$ cat src/verilog/pwls_pkg.sv
// pwls_pkg: constants shared by the window-link status block.
// assumes a 10 MHz system clock.
package pwls_pkg;
	localparam int unsigned CLK_HZ           = 10000000;
	localparam int unsigned WIN_TIMEOUT_MS   = 5000;
	localparam int unsigned WIN_TIMEOUT_CYC  = (CLK_HZ / 1000) * WIN_TIMEOUT_MS;
	localparam int unsigned FLASH_MS         = 100;
	localparam int unsigned FLASH_CYC        = (CLK_HZ / 1000) * FLASH_MS;
	localparam int unsigned PULSE_MIN_WIN    = 3;
	localparam logic [15:0] WIN_REQ_OFFSET   = 16'h03E8;
	localparam logic [15:0] EXEC_CMD_REG     = 16'h03F1;
	localparam logic [11:0] EXEC_MIN_FW_REV  = 12'h203;
	localparam logic [15:0] CMD_IDLE         = 16'h0000;
	localparam logic [2:0]  DIAG_OK          = 3'h0;

	typedef enum logic [1:0] {
		PWLS_ST_WAIT_FIRST = 2'b00,
		PWLS_ST_IDENT      = 2'b01,
		PWLS_ST_RUN        = 2'b10,
		PWLS_ST_FAIL       = 2'b11
	} pwls_state_e;
endpackage

$ cat src/verilog/pwls_top.sv
// pwls_top: cpu window handshake, first-window identification, window
// timeout and front-panel indicators of a backplane serial module.
// assumes window strobes from the cpu and port events arrive asynchronously;
// the serial engine itself lives outside and obeys serial_enable and abort.
// Function
// - health led on when diagnostics pass
// - health off, failure code on others
// - toggle cpu link led per window
// - rx led flashes on receive, else on
// - tx led flashes on send, else on
// - port errors turn its leds off
// - fault output on only on window fault
// - no serial work before first window
// - first window reads cpu identity, sizes
// - five-second window timeout aborts exchange
// - executive windows from firmware 203 hex
// - clear command register after reading it
// - pulsed status held three windows minimum
`timescale 1ns/1ps
module pwls_top
	import pwls_pkg::*;
#(
	parameter int unsigned TIMEOUT_COUNT = WIN_TIMEOUT_CYC,
	parameter int unsigned FLASH_COUNT   = FLASH_CYC,
	parameter logic [11:0] FW_REV        = 12'h203
) (
	input  wire logic        clk,
	input  wire logic        reset,
	input  wire logic        diag_done,
	input  wire logic [2:0]  diag_code,
	input  wire logic        window_open,
	input  wire logic        window_fault_in,
	input  wire logic        exec_mode,
	input  wire logic [15:0] cpu_id_in,
	input  wire logic [15:0] reg_size_in,
	input  wire logic [15:0] logic_size_in,
	input  wire logic [15:0] cmd_reg_in,
	input  wire logic        data_pending,
	input  wire logic        status_pulse_in,
	input  wire logic [1:0]  rx_char,
	input  wire logic [1:0]  tx_char,
	input  wire logic [1:0]  port_error,
	input  wire logic [1:0]  msg_ok,
	output logic             board_ok_led,
	output logic             cpu_link_led,
	output logic             port_a_rx_led,
	output logic             port_a_tx_led,
	output logic             port_b_rx_led,
	output logic             port_b_tx_led,
	output logic             window_fault,
	output logic             serial_enable,
	output logic             serial_abort,
	output logic             cmd_valid,
	output logic [15:0]      cmd_word,
	output logic             cmd_clear,
	output logic             status_pulse,
	output logic [15:0]      cpu_id,
	output logic [15:0]      reg_size,
	output logic [15:0]      logic_size
);
	if (TIMEOUT_COUNT < 2) begin : g_bad_timeout
		$error("pwls_top: TIMEOUT_COUNT too small");
	end

	// two-flop synchronisers for pins from the backplane and the ports
	logic [10:0] sync_a;
	logic [10:0] sync_b;
	logic        win_prev;
	always_ff @(posedge clk) begin
		if (reset) begin
			sync_a   <= 11'h000;
			sync_b   <= 11'h000;
			win_prev <= 1'b0;
		end else begin
			sync_a   <= {window_open, window_fault_in, exec_mode, rx_char, tx_char,
				port_error, msg_ok};
			sync_b   <= sync_a;
			win_prev <= sync_b[10];
		end
	end
	logic       win_s;
	logic       wfault_s;
	logic       exec_s;
	logic [1:0] rx_s;
	logic [1:0] tx_s;
	logic [1:0] err_s;
	logic [1:0] ok_s;
	assign {win_s, wfault_s, exec_s, rx_s, tx_s, err_s, ok_s} = sync_b;
	logic win_close;
	assign win_close = win_prev & ~win_s;

	// executive windows only honoured by capable firmware
	logic exec_ok;
	assign exec_ok = exec_s & (FW_REV >= EXEC_MIN_FW_REV);

	pwls_state_e state;
	pwls_state_e next_state;
	logic [31:0] tmo_cnt;
	logic [31:0] next_tmo_cnt;
	logic [1:0]  pulse_wins;
	logic [1:0]  next_pulse_wins;
	logic        next_board_ok_led;
	logic        next_cpu_link_led;
	logic        next_window_fault;
	logic        next_serial_enable;
	logic        next_serial_abort;
	logic        next_cmd_valid;
	logic [15:0] next_cmd_word;
	logic        next_cmd_clear;
	logic        next_status_pulse;
	logic [15:0] next_cpu_id;
	logic [15:0] next_reg_size;
	logic [15:0] next_logic_size;
	logic        leds_on;

	always_comb begin
		next_state         = state;
		next_tmo_cnt       = tmo_cnt;
		next_pulse_wins    = pulse_wins;
		next_board_ok_led  = board_ok_led;
		next_cpu_link_led  = cpu_link_led;
		next_window_fault  = window_fault;
		next_serial_enable = serial_enable;
		next_serial_abort  = 1'b0;
		next_cmd_valid     = 1'b0;
		next_cmd_word      = cmd_word;
		next_cmd_clear     = 1'b0;
		next_status_pulse  = status_pulse;
		next_cpu_id        = cpu_id;
		next_reg_size      = reg_size;
		next_logic_size    = logic_size;
		case (state)
			PWLS_ST_WAIT_FIRST: begin
				if (diag_done && diag_code != DIAG_OK) begin
					next_state        = PWLS_ST_FAIL;
					next_board_ok_led = 1'b0;
				end else if (diag_done) begin
					next_board_ok_led = 1'b1;
					if (win_s) begin
						next_state = PWLS_ST_IDENT;
					end
				end
			end
			PWLS_ST_IDENT: begin
				// identity is latched during the first window, at its close
				if (win_close) begin
					next_cpu_id        = cpu_id_in;
					next_reg_size      = reg_size_in;
					next_logic_size    = logic_size_in;
					next_serial_enable = 1'b1;
					next_cpu_link_led  = ~cpu_link_led;
					next_window_fault  = wfault_s;
					next_state         = PWLS_ST_RUN;
				end
			end
			PWLS_ST_RUN: begin
				if (win_close) begin
					next_cpu_link_led = ~cpu_link_led;
					next_window_fault = wfault_s;
					next_tmo_cnt      = 32'h0;
					if (cmd_reg_in != CMD_IDLE) begin
						next_cmd_valid = 1'b1;
						next_cmd_word  = cmd_reg_in;
						next_cmd_clear = 1'b1;
					end
					if (pulse_wins != 2'h0) begin
						next_pulse_wins = pulse_wins - 2'h1;
					end
				end else if (data_pending && !win_s) begin
					if (tmo_cnt >= TIMEOUT_COUNT - 1) begin
						next_serial_abort = 1'b1;
						next_tmo_cnt      = 32'h0;
					end else begin
						next_tmo_cnt = tmo_cnt + 32'h1;
					end
				end else if (!data_pending) begin
					next_tmo_cnt = 32'h0;
				end
				if (status_pulse_in) begin
					next_status_pulse = 1'b1;
					next_pulse_wins   = 2'(PULSE_MIN_WIN);
				end else if (pulse_wins == 2'h0) begin
					next_status_pulse = 1'b0;
				end
			end
			PWLS_ST_FAIL: begin
				next_board_ok_led  = 1'b0;
				next_cpu_link_led  = 1'b0;
				next_serial_enable = 1'b0;
			end
			default: begin
				next_state = PWLS_ST_WAIT_FIRST;
			end
		endcase
	end

	always_ff @(posedge clk) begin
		if (reset) begin
			state         <= PWLS_ST_WAIT_FIRST;
			tmo_cnt       <= 32'h0;
			pulse_wins    <= 2'h0;
			board_ok_led  <= 1'b0;
			cpu_link_led  <= 1'b0;
			window_fault  <= 1'b0;
			serial_enable <= 1'b0;
			serial_abort  <= 1'b0;
			cmd_valid     <= 1'b0;
			cmd_word      <= 16'h0000;
			cmd_clear     <= 1'b0;
			status_pulse  <= 1'b0;
			cpu_id        <= 16'h0000;
			reg_size      <= 16'h0000;
			logic_size    <= 16'h0000;
		end else begin
			state         <= next_state;
			tmo_cnt       <= next_tmo_cnt;
			pulse_wins    <= next_pulse_wins;
			board_ok_led  <= next_board_ok_led;
			cpu_link_led  <= next_cpu_link_led;
			window_fault  <= next_window_fault;
			serial_enable <= next_serial_enable;
			serial_abort  <= next_serial_abort;
			cmd_valid     <= next_cmd_valid;
			cmd_word      <= next_cmd_word;
			cmd_clear     <= next_cmd_clear;
			status_pulse  <= next_status_pulse;
			cpu_id        <= next_cpu_id;
			reg_size      <= next_reg_size;
			logic_size    <= next_logic_size;
		end
	end

	// port leds run once the first window enables serial, or in executive mode; on failure they show the code
	logic [1:0] a_leds;
	logic [1:0] b_leds;
	assign leds_on = serial_enable | exec_ok;
	pwls_port_leds #(.FLASH_COUNT(FLASH_COUNT)) u_port_a (
		.clk       (clk),
		.reset     (reset),
		.enable    (leds_on),
		.rx_char   (rx_s[0]),
		.tx_char   (tx_s[0]),
		.port_error(err_s[0]),
		.msg_ok    (ok_s[0]),
		.rx_led    (a_leds[1]),
		.tx_led    (a_leds[0])
	);
	pwls_port_leds #(.FLASH_COUNT(FLASH_COUNT)) u_port_b (
		.clk       (clk),
		.reset     (reset),
		.enable    (leds_on),
		.rx_char   (rx_s[1]),
		.tx_char   (tx_s[1]),
		.port_error(err_s[1]),
		.msg_ok    (ok_s[1]),
		.rx_led    (b_leds[1]),
		.tx_led    (b_leds[0])
	);

	// failure code drives the port leds directly; registered to keep outputs clean
	logic [3:0] code_leds;
	always_comb begin
		case (diag_code)
			3'h1: code_leds = 4'h0;
			3'h2: code_leds = 4'h1;
			3'h3: code_leds = 4'h2;
			3'h4: code_leds = 4'h3;
			3'h5: code_leds = 4'h4;
			3'h6: code_leds = 4'h5;
			3'h7: code_leds = 4'hD;
			default: code_leds = 4'h0;
		endcase
	end
	always_ff @(posedge clk) begin
		if (reset) begin
			{port_a_rx_led, port_a_tx_led, port_b_rx_led, port_b_tx_led} <= 4'h0;
		end else if (state == PWLS_ST_FAIL) begin
			{port_a_rx_led, port_a_tx_led, port_b_rx_led, port_b_tx_led} <= code_leds;
		end else begin
			{port_a_rx_led, port_a_tx_led, port_b_rx_led, port_b_tx_led} <= {a_leds, b_leds};
		end
	end
endmodule // pwls_top

$ cat src/verilog/pwls_port_leds.sv
// pwls_port_leds: receive and transmit indicators of one serial port.
// assumes activity and error pulses come from logic on the same clock.
`timescale 1ns/1ps
module pwls_port_leds
	import pwls_pkg::*;
#(
	parameter int unsigned FLASH_COUNT = FLASH_CYC
) (
	input  wire logic clk,
	input  wire logic reset,
	input  wire logic enable,
	input  wire logic rx_char,
	input  wire logic tx_char,
	input  wire logic port_error,
	input  wire logic msg_ok,
	output logic      rx_led,
	output logic      tx_led
);
	// a flash needs at least two counts to show both halves
	if (FLASH_COUNT < 2) begin : g_bad_flash
		$error("pwls_port_leds: FLASH_COUNT too small");
	end

	logic [31:0] rx_cnt;
	logic [31:0] tx_cnt;
	logic        faulted;
	logic [31:0] next_rx_cnt;
	logic [31:0] next_tx_cnt;
	logic        next_faulted;
	logic        next_rx_led;
	logic        next_tx_led;

	always_comb begin
		next_faulted = faulted;
		if (port_error) begin
			next_faulted = 1'b1;
		end else if (msg_ok) begin
			next_faulted = 1'b0;
		end
		// activity restarts the flash window; led blinks while counting down
		next_rx_cnt = rx_char ? FLASH_COUNT : ((rx_cnt != 32'h0) ? rx_cnt - 32'h1 : 32'h0);
		next_tx_cnt = tx_char ? FLASH_COUNT : ((tx_cnt != 32'h0) ? tx_cnt - 32'h1 : 32'h0);
		next_rx_led = rx_led;
		next_tx_led = tx_led;
		if (!enable || next_faulted) begin
			next_rx_led = 1'b0;
			next_tx_led = 1'b0;
		end else begin
			if (rx_cnt == 32'h0) begin
				next_rx_led = 1'b1;
			end else if (rx_cnt == FLASH_COUNT || rx_cnt == (FLASH_COUNT >> 1)) begin
				next_rx_led = ~rx_led;
			end
			if (tx_cnt == 32'h0) begin
				next_tx_led = 1'b1;
			end else if (tx_cnt == FLASH_COUNT || tx_cnt == (FLASH_COUNT >> 1)) begin
				next_tx_led = ~tx_led;
			end
		end
	end

	always_ff @(posedge clk) begin
		if (reset) begin
			rx_cnt  <= 32'h0;
			tx_cnt  <= 32'h0;
			faulted <= 1'b0;
			rx_led  <= 1'b0;
			tx_led  <= 1'b0;
		end else begin
			rx_cnt  <= next_rx_cnt;
			tx_cnt  <= next_tx_cnt;
			faulted <= next_faulted;
			rx_led  <= next_rx_led;
			tx_led  <= next_tx_led;
		end
	end
endmodule // pwls_port_leds

$ cat config.mk
export PLATFORM = sky130hd
export DESIGN_NAME = pwls_top
export DESIGN_NICKNAME = d
export VERILOG_FILES = /design/src/verilog/pwls_pkg.sv /design/src/verilog/pwls_top.sv /design/src/verilog/pwls_port_leds.sv
export SDC_FILE = /design/constraint.sdc
export NUM_CORES = 1
export LEC_CHECK = 0
export ABC_AREA = 1
export BUFFER_PORTS_ARGS = -buffer_cell sky130_fd_sc_hd__buf_2
export CAP_MARGIN = 20
export CORE_UTILIZATION = 44
export DETAILED_ROUTE_END_ITERATION = 16
export PLACE_DENSITY = 0.69
export REMOVE_ABC_BUFFERS = 1
export SLEW_MARGIN = 20
export SYNTH_ARGS = -nofsm -noshare
export SYNTH_HDL_FRONTEND = slang
export SYNTH_HIERARCHICAL = 1
export SYNTH_SLANG_ARGS = --single-unit
$ cat constraint.sdc
create_clock -name clk -period 2.13 [get_ports clk]
set_input_delay 0.213 -clock clk [delete_from_list [all_inputs] [get_ports clk]]
set_output_delay 0.213 -clock clk [all_outputs]
set_load 0.02 [all_outputs]
==> results.py, run 1 <==
metrics = {
    "logic_synthesis": {
        "yosysUniqueCellTypes": 42,
        "synth-edff-count": 0,
        "synth_ff_type": "dfxtp_1",
        "syn_avg_cell_area_um2": 6.63,
        "ys_seq_elements": 268,
        "synthTopCellsByArea": "dfxtp_1 38%, nor2_1 13%, nand2_1 13%",
        "synth_cells": 2119,
        "synth_area_um2": 14100,
        "synthArstFlopShare": 0,
        "ys_seq_area_frac": 0.382,
        "synth_common_cells": "491 x nor2_1, 478 x nand2_1, 268 x dfxtp_1",
        "yosysTopAreaCell": "dfxtp_1",
        "yosys.area.top_type_share": 0.382,
        "synth_warnings": 6,
        "synth_most_common_cell": "nor2_1",
    },
    "global_routing": {
        "grt_pass1_vias": 13000,
        "grtUsageTotal": 0.224,
        "antenna_found_initial": 0,
        "grt_max_degree": 55,
        "gr-total-overflow": 0,
        "grt_first_pass_wirelength_mm": 61.4,
    },
    "setup_path": {
        "path_max_fanout": 19,
        "cp-start-kind": "register",
        "rrSetupSlack_ns": 0.38,
        "crit_chain": "inv_1 -> ha_1 -> nand2_1 -> inv_1 -> nand2_1 -> nor2_4 -> nand2_4 -> nand3_4 -> buf_4 -> a21oi_2",
        "rr_worst_depth": 10,
        "crit_start": "u_port_a/tx_cnt[0]$_SDFF_PP0_",
        "max_stage_delay_ns": 0.33,
        "reg2reg_from": "u_port_a/tx_cnt[0]$_SDFF_PP0_",
        "cp_data_arrival_time_ns": 2.25,
        "slowest_stage": "dfxtp_1",
        "cp.required_ns": 2.62,
        "critPathCaptureType": "register",
        "crit_end": "u_port_a/tx_cnt[11]$_SDFF_PP0_",
        "r2r_end": "u_port_a/tx_cnt[11]$_SDFF_PP0_",
        "path_class": "register to register",
    },
    "sta": {
        "period_share": 0.823,
        "hold_ws_ns": -0.00968,
        "setup_viol": 0,
        "worstMarginPinSlew_ns": 0.580,
        "skew_ns": 0.0104,
        "tns_ns": 0,
        "timing.final.crit_period_ns": 1.75,
        "max_slew_margin": 0.613,
        "hold_viol": 1,
        "rsz0062_at_grt": "false",
        "drv_slew": 0,
        "clock.fmax_ghz": 0.571,
    },
    "layout": {
        "seqCellArea_um2": 5370,
        "multi_input_area_um2": 7410,
        "syn_to_final_growth_pct": 22.3,
        "nNetsFinal": 2451,
        "drive_above_1_share": 0.161,
        "diodes": 0,
        "final_core_util": 0.546,
        "n_fill_cell": 2968,
        "stdcell_count": 2780,
    },
    "floorplan": {
        "die_h_um": 181,
        "fp.coreArea_um2": 31500,
        "fp.dieArea_um2": 32700,
        "rows": 65,
        "die_x_um": 181,
        "io_pins": 159,
        "start_util": 0.446,
    },
    "power_and_ir_drop": {
        "p_leak_nw": 8.09,
        "finalPower_w": 0.0269,
        "p_per_area_nw_per_um2": 1570,
        "peakVddDrop_v": 0.000843,
    },
    "route": {
        "drtIter0Drc": 913,
        "drc_errors": 0,
        "dr.pass1.iters": 5,
        "vias_per_cell": 4.94,
        "drt_wl_total_mm": 36.8,
        "dr_total_vias": 13700,
        "ant_nets": 0,
        "post_drt_wl_per_cell_um": 13.2,
    },
    "clocking": {
        "cts.sinks": 268,
        "insertion_delay_ns": 0.56,
        "path_clk_slew_ns": 0.06,
        "clockBufferDepth": 3,
        "cts_buffers": 30,
        "cts_max_level": 1,
        "cts_tree": "built",
        "cts_root_buf": "clkbuf_16",
    },
    "status": {
        "status": "finished, violations left",
        "violations": "hold timing",
    },
    "worst_hold_path": {
        "hold_path.class": "input port to register",
        "holdCritStartpoint": "cmd_reg_in[4]",
    },
    "job": {
        "drv_cap": 0,
    },
    "place": {
        "dp.cells": 2647,
        "place_congestion": 0.928,
        "numPortBuffers": 158,
        "dp_hpwl_mm": 26.4,
    },
}
-- layout make-up --
cell class	count	share of cell area
multi-input cells	1537	0.431
repair buffers	249	0.0979
clock buffers	40	0.0506
clock inverters	16	0.0200
inverters	268	0.0586
well taps	402	0.0293
flip-flops and latches	268	0.312
-- sequential cells by signal, summed over array words and instances, names as in the netlist, 2 cells and up --
| signal | cells |
|---|---|
| u_port_b/tx_cnt | 32 |
| logic_size | 16 |
| cpu_id | 16 |
| u_port_b/rx_cnt | 32 |
| u_port_a/rx_cnt | 32 |
| pulse_wins | 2 |
| tmo_cnt | 32 |
| reg_size | 16 |
| cmd_word | 16 |
| state | 2 |
| sync_b | 11 |
| u_port_a/tx_cnt | 32 |
| sync_a | 11 |
-- per-stage QoR --
step | cell area (um2) | setup WS [ns] | hold WS (ns)
6_report | 17200 | 0.378 | -0.00968
5_1_grt | 17200 | 0.183 | 0.0195
4_1_cts | 17200 | 0.340 | 0.00257
3_5_place_dp | 15200 | 0.377 | 0.392
3_3_place_gp | 15200 | 0.425 | 0.394
2_1_floorplan | 13800 | -0.603 | 0.280
-- kinds of logic after synthesis --
family,Yosys count,share of synthesized area
flops,268,0.382
fa+ha+maj,15,0.0132
xor+xnor,42,0.0262
buf+inv,314,0.0907
compound gates,211,0.0828
simple gates,1269,0.405
-- per-layer routing --
| metal | share of wire | vias to the layer above | track usage |
|---|---|---|---|
| met3 | 0.059 | 65 | 0.0325 |
| met5 | 0 | - | 0 |
| met4 | 0.029 | 0 | 0.0701 |
| li1 | - | 7063 | - |
| met2 | 0.46 | 407 | 0.385 |
| met1 | 0.45 | 6193 | 0.289 |
-- critical path, delay by kind of cell, from the launching register on --
family,cells,cell delay (ns)
and+or+nand+nor,5,0.66
buffers and inverters,3,0.40
DFF,1,0.33
adders and majority gates,1,0.20
AOI/OAI and AO/OA,1,0.10
-- layout by cell type, fill, tap and decap left out, types with 7 or more instances in the layout --
cell type and n:
buf_4 14, o21ai_0 84, a21oi_2 24, nand3b_1 11, inv_2 22, inv_1 246
bufinv_16 10, nor2_2 48, clkbuf_16 31, ha_1 14, nand2_4 9, dfxtp_1 268
a21oi_1 96, nand3_1 103, nor2_4 18, nor2_1 491, nand2_1 478, buf_2 157
nand4_1 41, nor3_1 14, or2_2 7, nand2_2 13, xor2_1 21, xnor2_1 21
dlygate4sd3_1 77
-- power by group --
| part | internal, W | leakage (nW) | switching [W] |
|---|---|---|---|
| sequential | 0.00614 | 2.18 | 0.00128 |
| clock | 0.00407 | 0.592 | 0.00213 |
| combinational | 0.00450 | 5.32 | 0.00881 |
| total | 0.0147 | 8.09 | 0.0122 |
-- repair_timing --
item | in CTS | in global routing
resized for setup | 0 | 0
hold buffers | 77 | 0
endpoints found under the hold margin | 77 | 0
setup buffers | 0 | 0
-- worst min-delay path by stage --
stage | end | cells after the start
floorplan | tmo_cnt[17]$_SDFFE_PP0P_ | 1
global placement | sync_b[5]$_SDFF_PP0_ | 2
detailed placement | sync_b[7]$_SDFF_PP0_ | 2
CTS | cmd_word[4]$_SDFFE_PP0P_ | 3
global route | cmd_word[4]$_SDFFE_PP0P_ | 3
finish | cmd_word[4]$_SDFFE_PP0P_ | 3
(Power assumes the default switching activity.)
==> inputs of run 2 (changes only) <==
clock period = 1.75 ns   (was 2.13 ns; I/O delays follow)
==> run 2 against run 1 <==
Compared with the run above: the flow now finishes without violations; core utilization up 0.56 points; total power up 21%; clock skew shrank 0.0023 ns; register-to-register slack got worse by 0.26 ns; sequential power is 21% higher; highest routed layer unchanged; first-iteration DRC count rose by 7.1%; sequential share of layout area shrank 0.32 points; critical endpoint is now tmo_cnt[17]$_SDFFE_PP0P_; final cell count rose by 1.0%; die area unchanged; combinational power grew 29%; critical path depth unchanged.
==> results.py, run 2 (same netlist as run 1, synthesis figures left out) <==
metrics = {
    "clocking": {
        "insertion_delay_ns": 0.54,
        "clockBufferDepth": 3,
        "cts_tree": "built",
        "path_clk_slew_ns": 0.06,
        "cts_root_buf": "clkbuf_16",
        "cts_max_level": 1,
        "cts_buffers": 29,
        "cts.sinks": 268,
    },
    "sta": {
        "hold_ws_ns": 0.0660,
        "period_share": 0.934,
        "tns_ns": 0,
        "rsz0062_at_grt": "true",
        "max_slew_margin": 0.699,
        "setup_viol": 0,
        "hold_viol": 0,
        "skew_ns": 0.00814,
        "drv_slew": 0,
        "timing.final.crit_period_ns": 1.63,
        "clock.fmax_ghz": 0.612,
        "worstMarginPinSlew_ns": 0.452,
    },
    "layout": {
        "stdcell_count": 2809,
        "drive_above_1_share": 0.171,
        "diodes": 0,
        "final_design_area_no_fill_um2": 17400,
        "final_cell_mix": "489 x nor2_1, 478 x nand2_1, 268 x dfxtp_1, 246 x inv_1, 157 x buf_2",
        "mostFrequentLayoutCell": "nor2_1",
        "nNetsFinal": 2483,
        "n_fill_cell": 2902,
        "syn_to_final_growth_pct": 23.5,
    },
    "place": {
        "place_congestion": 0.949,
        "numPortBuffers": 158,
        "dp_hpwl_mm": 27.1,
        "dp.cells": 2675,
        "place_area_um2": 15500,
    },
    "global_routing": {
        "grtUsageTotal": 0.224,
        "gr-total-overflow": 0,
        "antenna_found_initial": 0,
        "grt_pass1_vias": 13200,
        "grt_max_degree": 52,
        "grt_first_pass_wirelength_mm": 61.5,
    },
    "route": {
        "vias_per_cell": 4.92,
        "ant_nets": 0,
        "drt_wl_total_mm": 37.5,
        "post_drt_wl_per_cell_um": 13.3,
        "drc_errors": 0,
        "drtIter0Drc": 978,
        "dr_total_vias": 13800,
        "dr.pass1.iters": 5,
    },
    "setup_path": {
        "cp.required_ns": 2.17,
        "cp_data_arrival_time_ns": 2.05,
        "cp-start-kind": "register",
        "critPathCaptureType": "register",
        "path_max_fanout": 6,
        "path_class": "register to register",
    },
    "floorplan": {
        "start_util": 0.446,
        "die_h_um": 181,
        "die_x_um": 181,
        "io_pins": 159,
        "rows": 65,
        "fp.coreArea_um2": 31500,
        "fp.dieArea_um2": 32700,
    },
    "power_and_ir_drop": {
        "power.internal_w": 0.0174,
        "seq_power_share": 0.277,
        "finalPower_w": 0.0325,
        "switching_share": 0.464,
        "p_switching_w": 0.0151,
        "p_per_area_nw_per_um2": 1870,
        "p_leak_nw": 8.19,
        "pwr-share-comb": 0.526,
        "peakVddDrop_v": 0.000954,
        "p_clk_frac": 0.198,
    },
    "worst_hold_path": {
        "hold_path.class": "input port to register",
    },
    "job": {
        "drv_cap": 0,
    },
    "status": {
        "status": "finished, final reports clean",
    },
}
-- run 2: per-layer routing --
metal | share of wire | track usage | up-vias
met3 | 0.056 | 0.0286 | 66
li1 | - | - | 7123
met5 | 0 | 0 | -
met2 | 0.47 | 0.396 | 433
met4 | 0.027 | 0.0680 | 0
met1 | 0.44 | 0.282 | 6201
-- run 2: power groups by stage --
stage | combinational (W) | sequential (W) | clock [W]
4_1_cts | 0.0167 | 0.00895 | 0.00660
6_report | 0.0171 | 0.00898 | 0.00642
3_3_place_gp | 0.0163 | 0.00903 | 0
3_5_place_dp | 0.0165 | 0.00907 | 0
2_1_floorplan | 0.0126 | 0.00878 | 0
5_1_grt | 0.0193 | 0.00918 | 0.00686
-- run 2: path summary, 6_finish.rpt --
path,slack [ns],to,startpoint,cells after the start
setup / recovery,0.12,tmo_cnt[17]$_SDFFE_PP0P_,tmo_cnt[1]$_SDFFE_PP0P_,10
hold / removal,0.07,port_b_rx_led$_SDFF_PP0_,diag_code[1],5
setup reg to reg,0.12,tmo_cnt[17]$_SDFFE_PP0P_,tmo_cnt[1]$_SDFFE_PP0P_,10
hold reg to reg,0.40,sync_b[3]$_SDFF_PP0_,sync_a[3]$_SDFF_PP0_,2
-- run 2: area by class of cell --
cell class	instances	area, um2	share of cell area
timing repair buffer	280	1990	0.114
clock inverter	12	180	0.0104
multi-input combinational	1539	7480	0.431
inverter	268	1010	0.0580
clock buffer	40	837	0.0482
sequential	268	5370	0.309
tap	402	503	0.0290
-- run 2: worst max-delay path: stages (launching register included) --
cell and delay (ns):
dfxtp_1 0.35, ha_1 0.19, nand2_1 0.11, nor2_1 0.15, nand2_1 0.08, nand2_1 0.11, nand3_4 0.13, nand3_2 0.21
nor2_2 0.06, nor2_2 0.09, nor2_2 0.03
-- run 2: what timing repair did --
| action | 4_1_cts | 5_1_grt |
|---|---|---|
| endpoints found under the setup margin | 0 | 61 |
| buffers inserted | 0 | 1 |
| gates resized for setup | 0 | 10 |
| hold endpoints to repair | 87 | 0 |
| hold buffers | 79 | 0 |
-- run 2: stage by stage --
step / utilization / setup WS [ns]
2_1_floorplan: - / -0.983
3_3_place_gp: 0.492 / 0.102
3_5_place_dp: 0.492 / 0.0514
4_1_cts: 0.549 / 0.0450
5_1_grt: 0.552 / -0.0316
6_report: 0.552 / 0.116
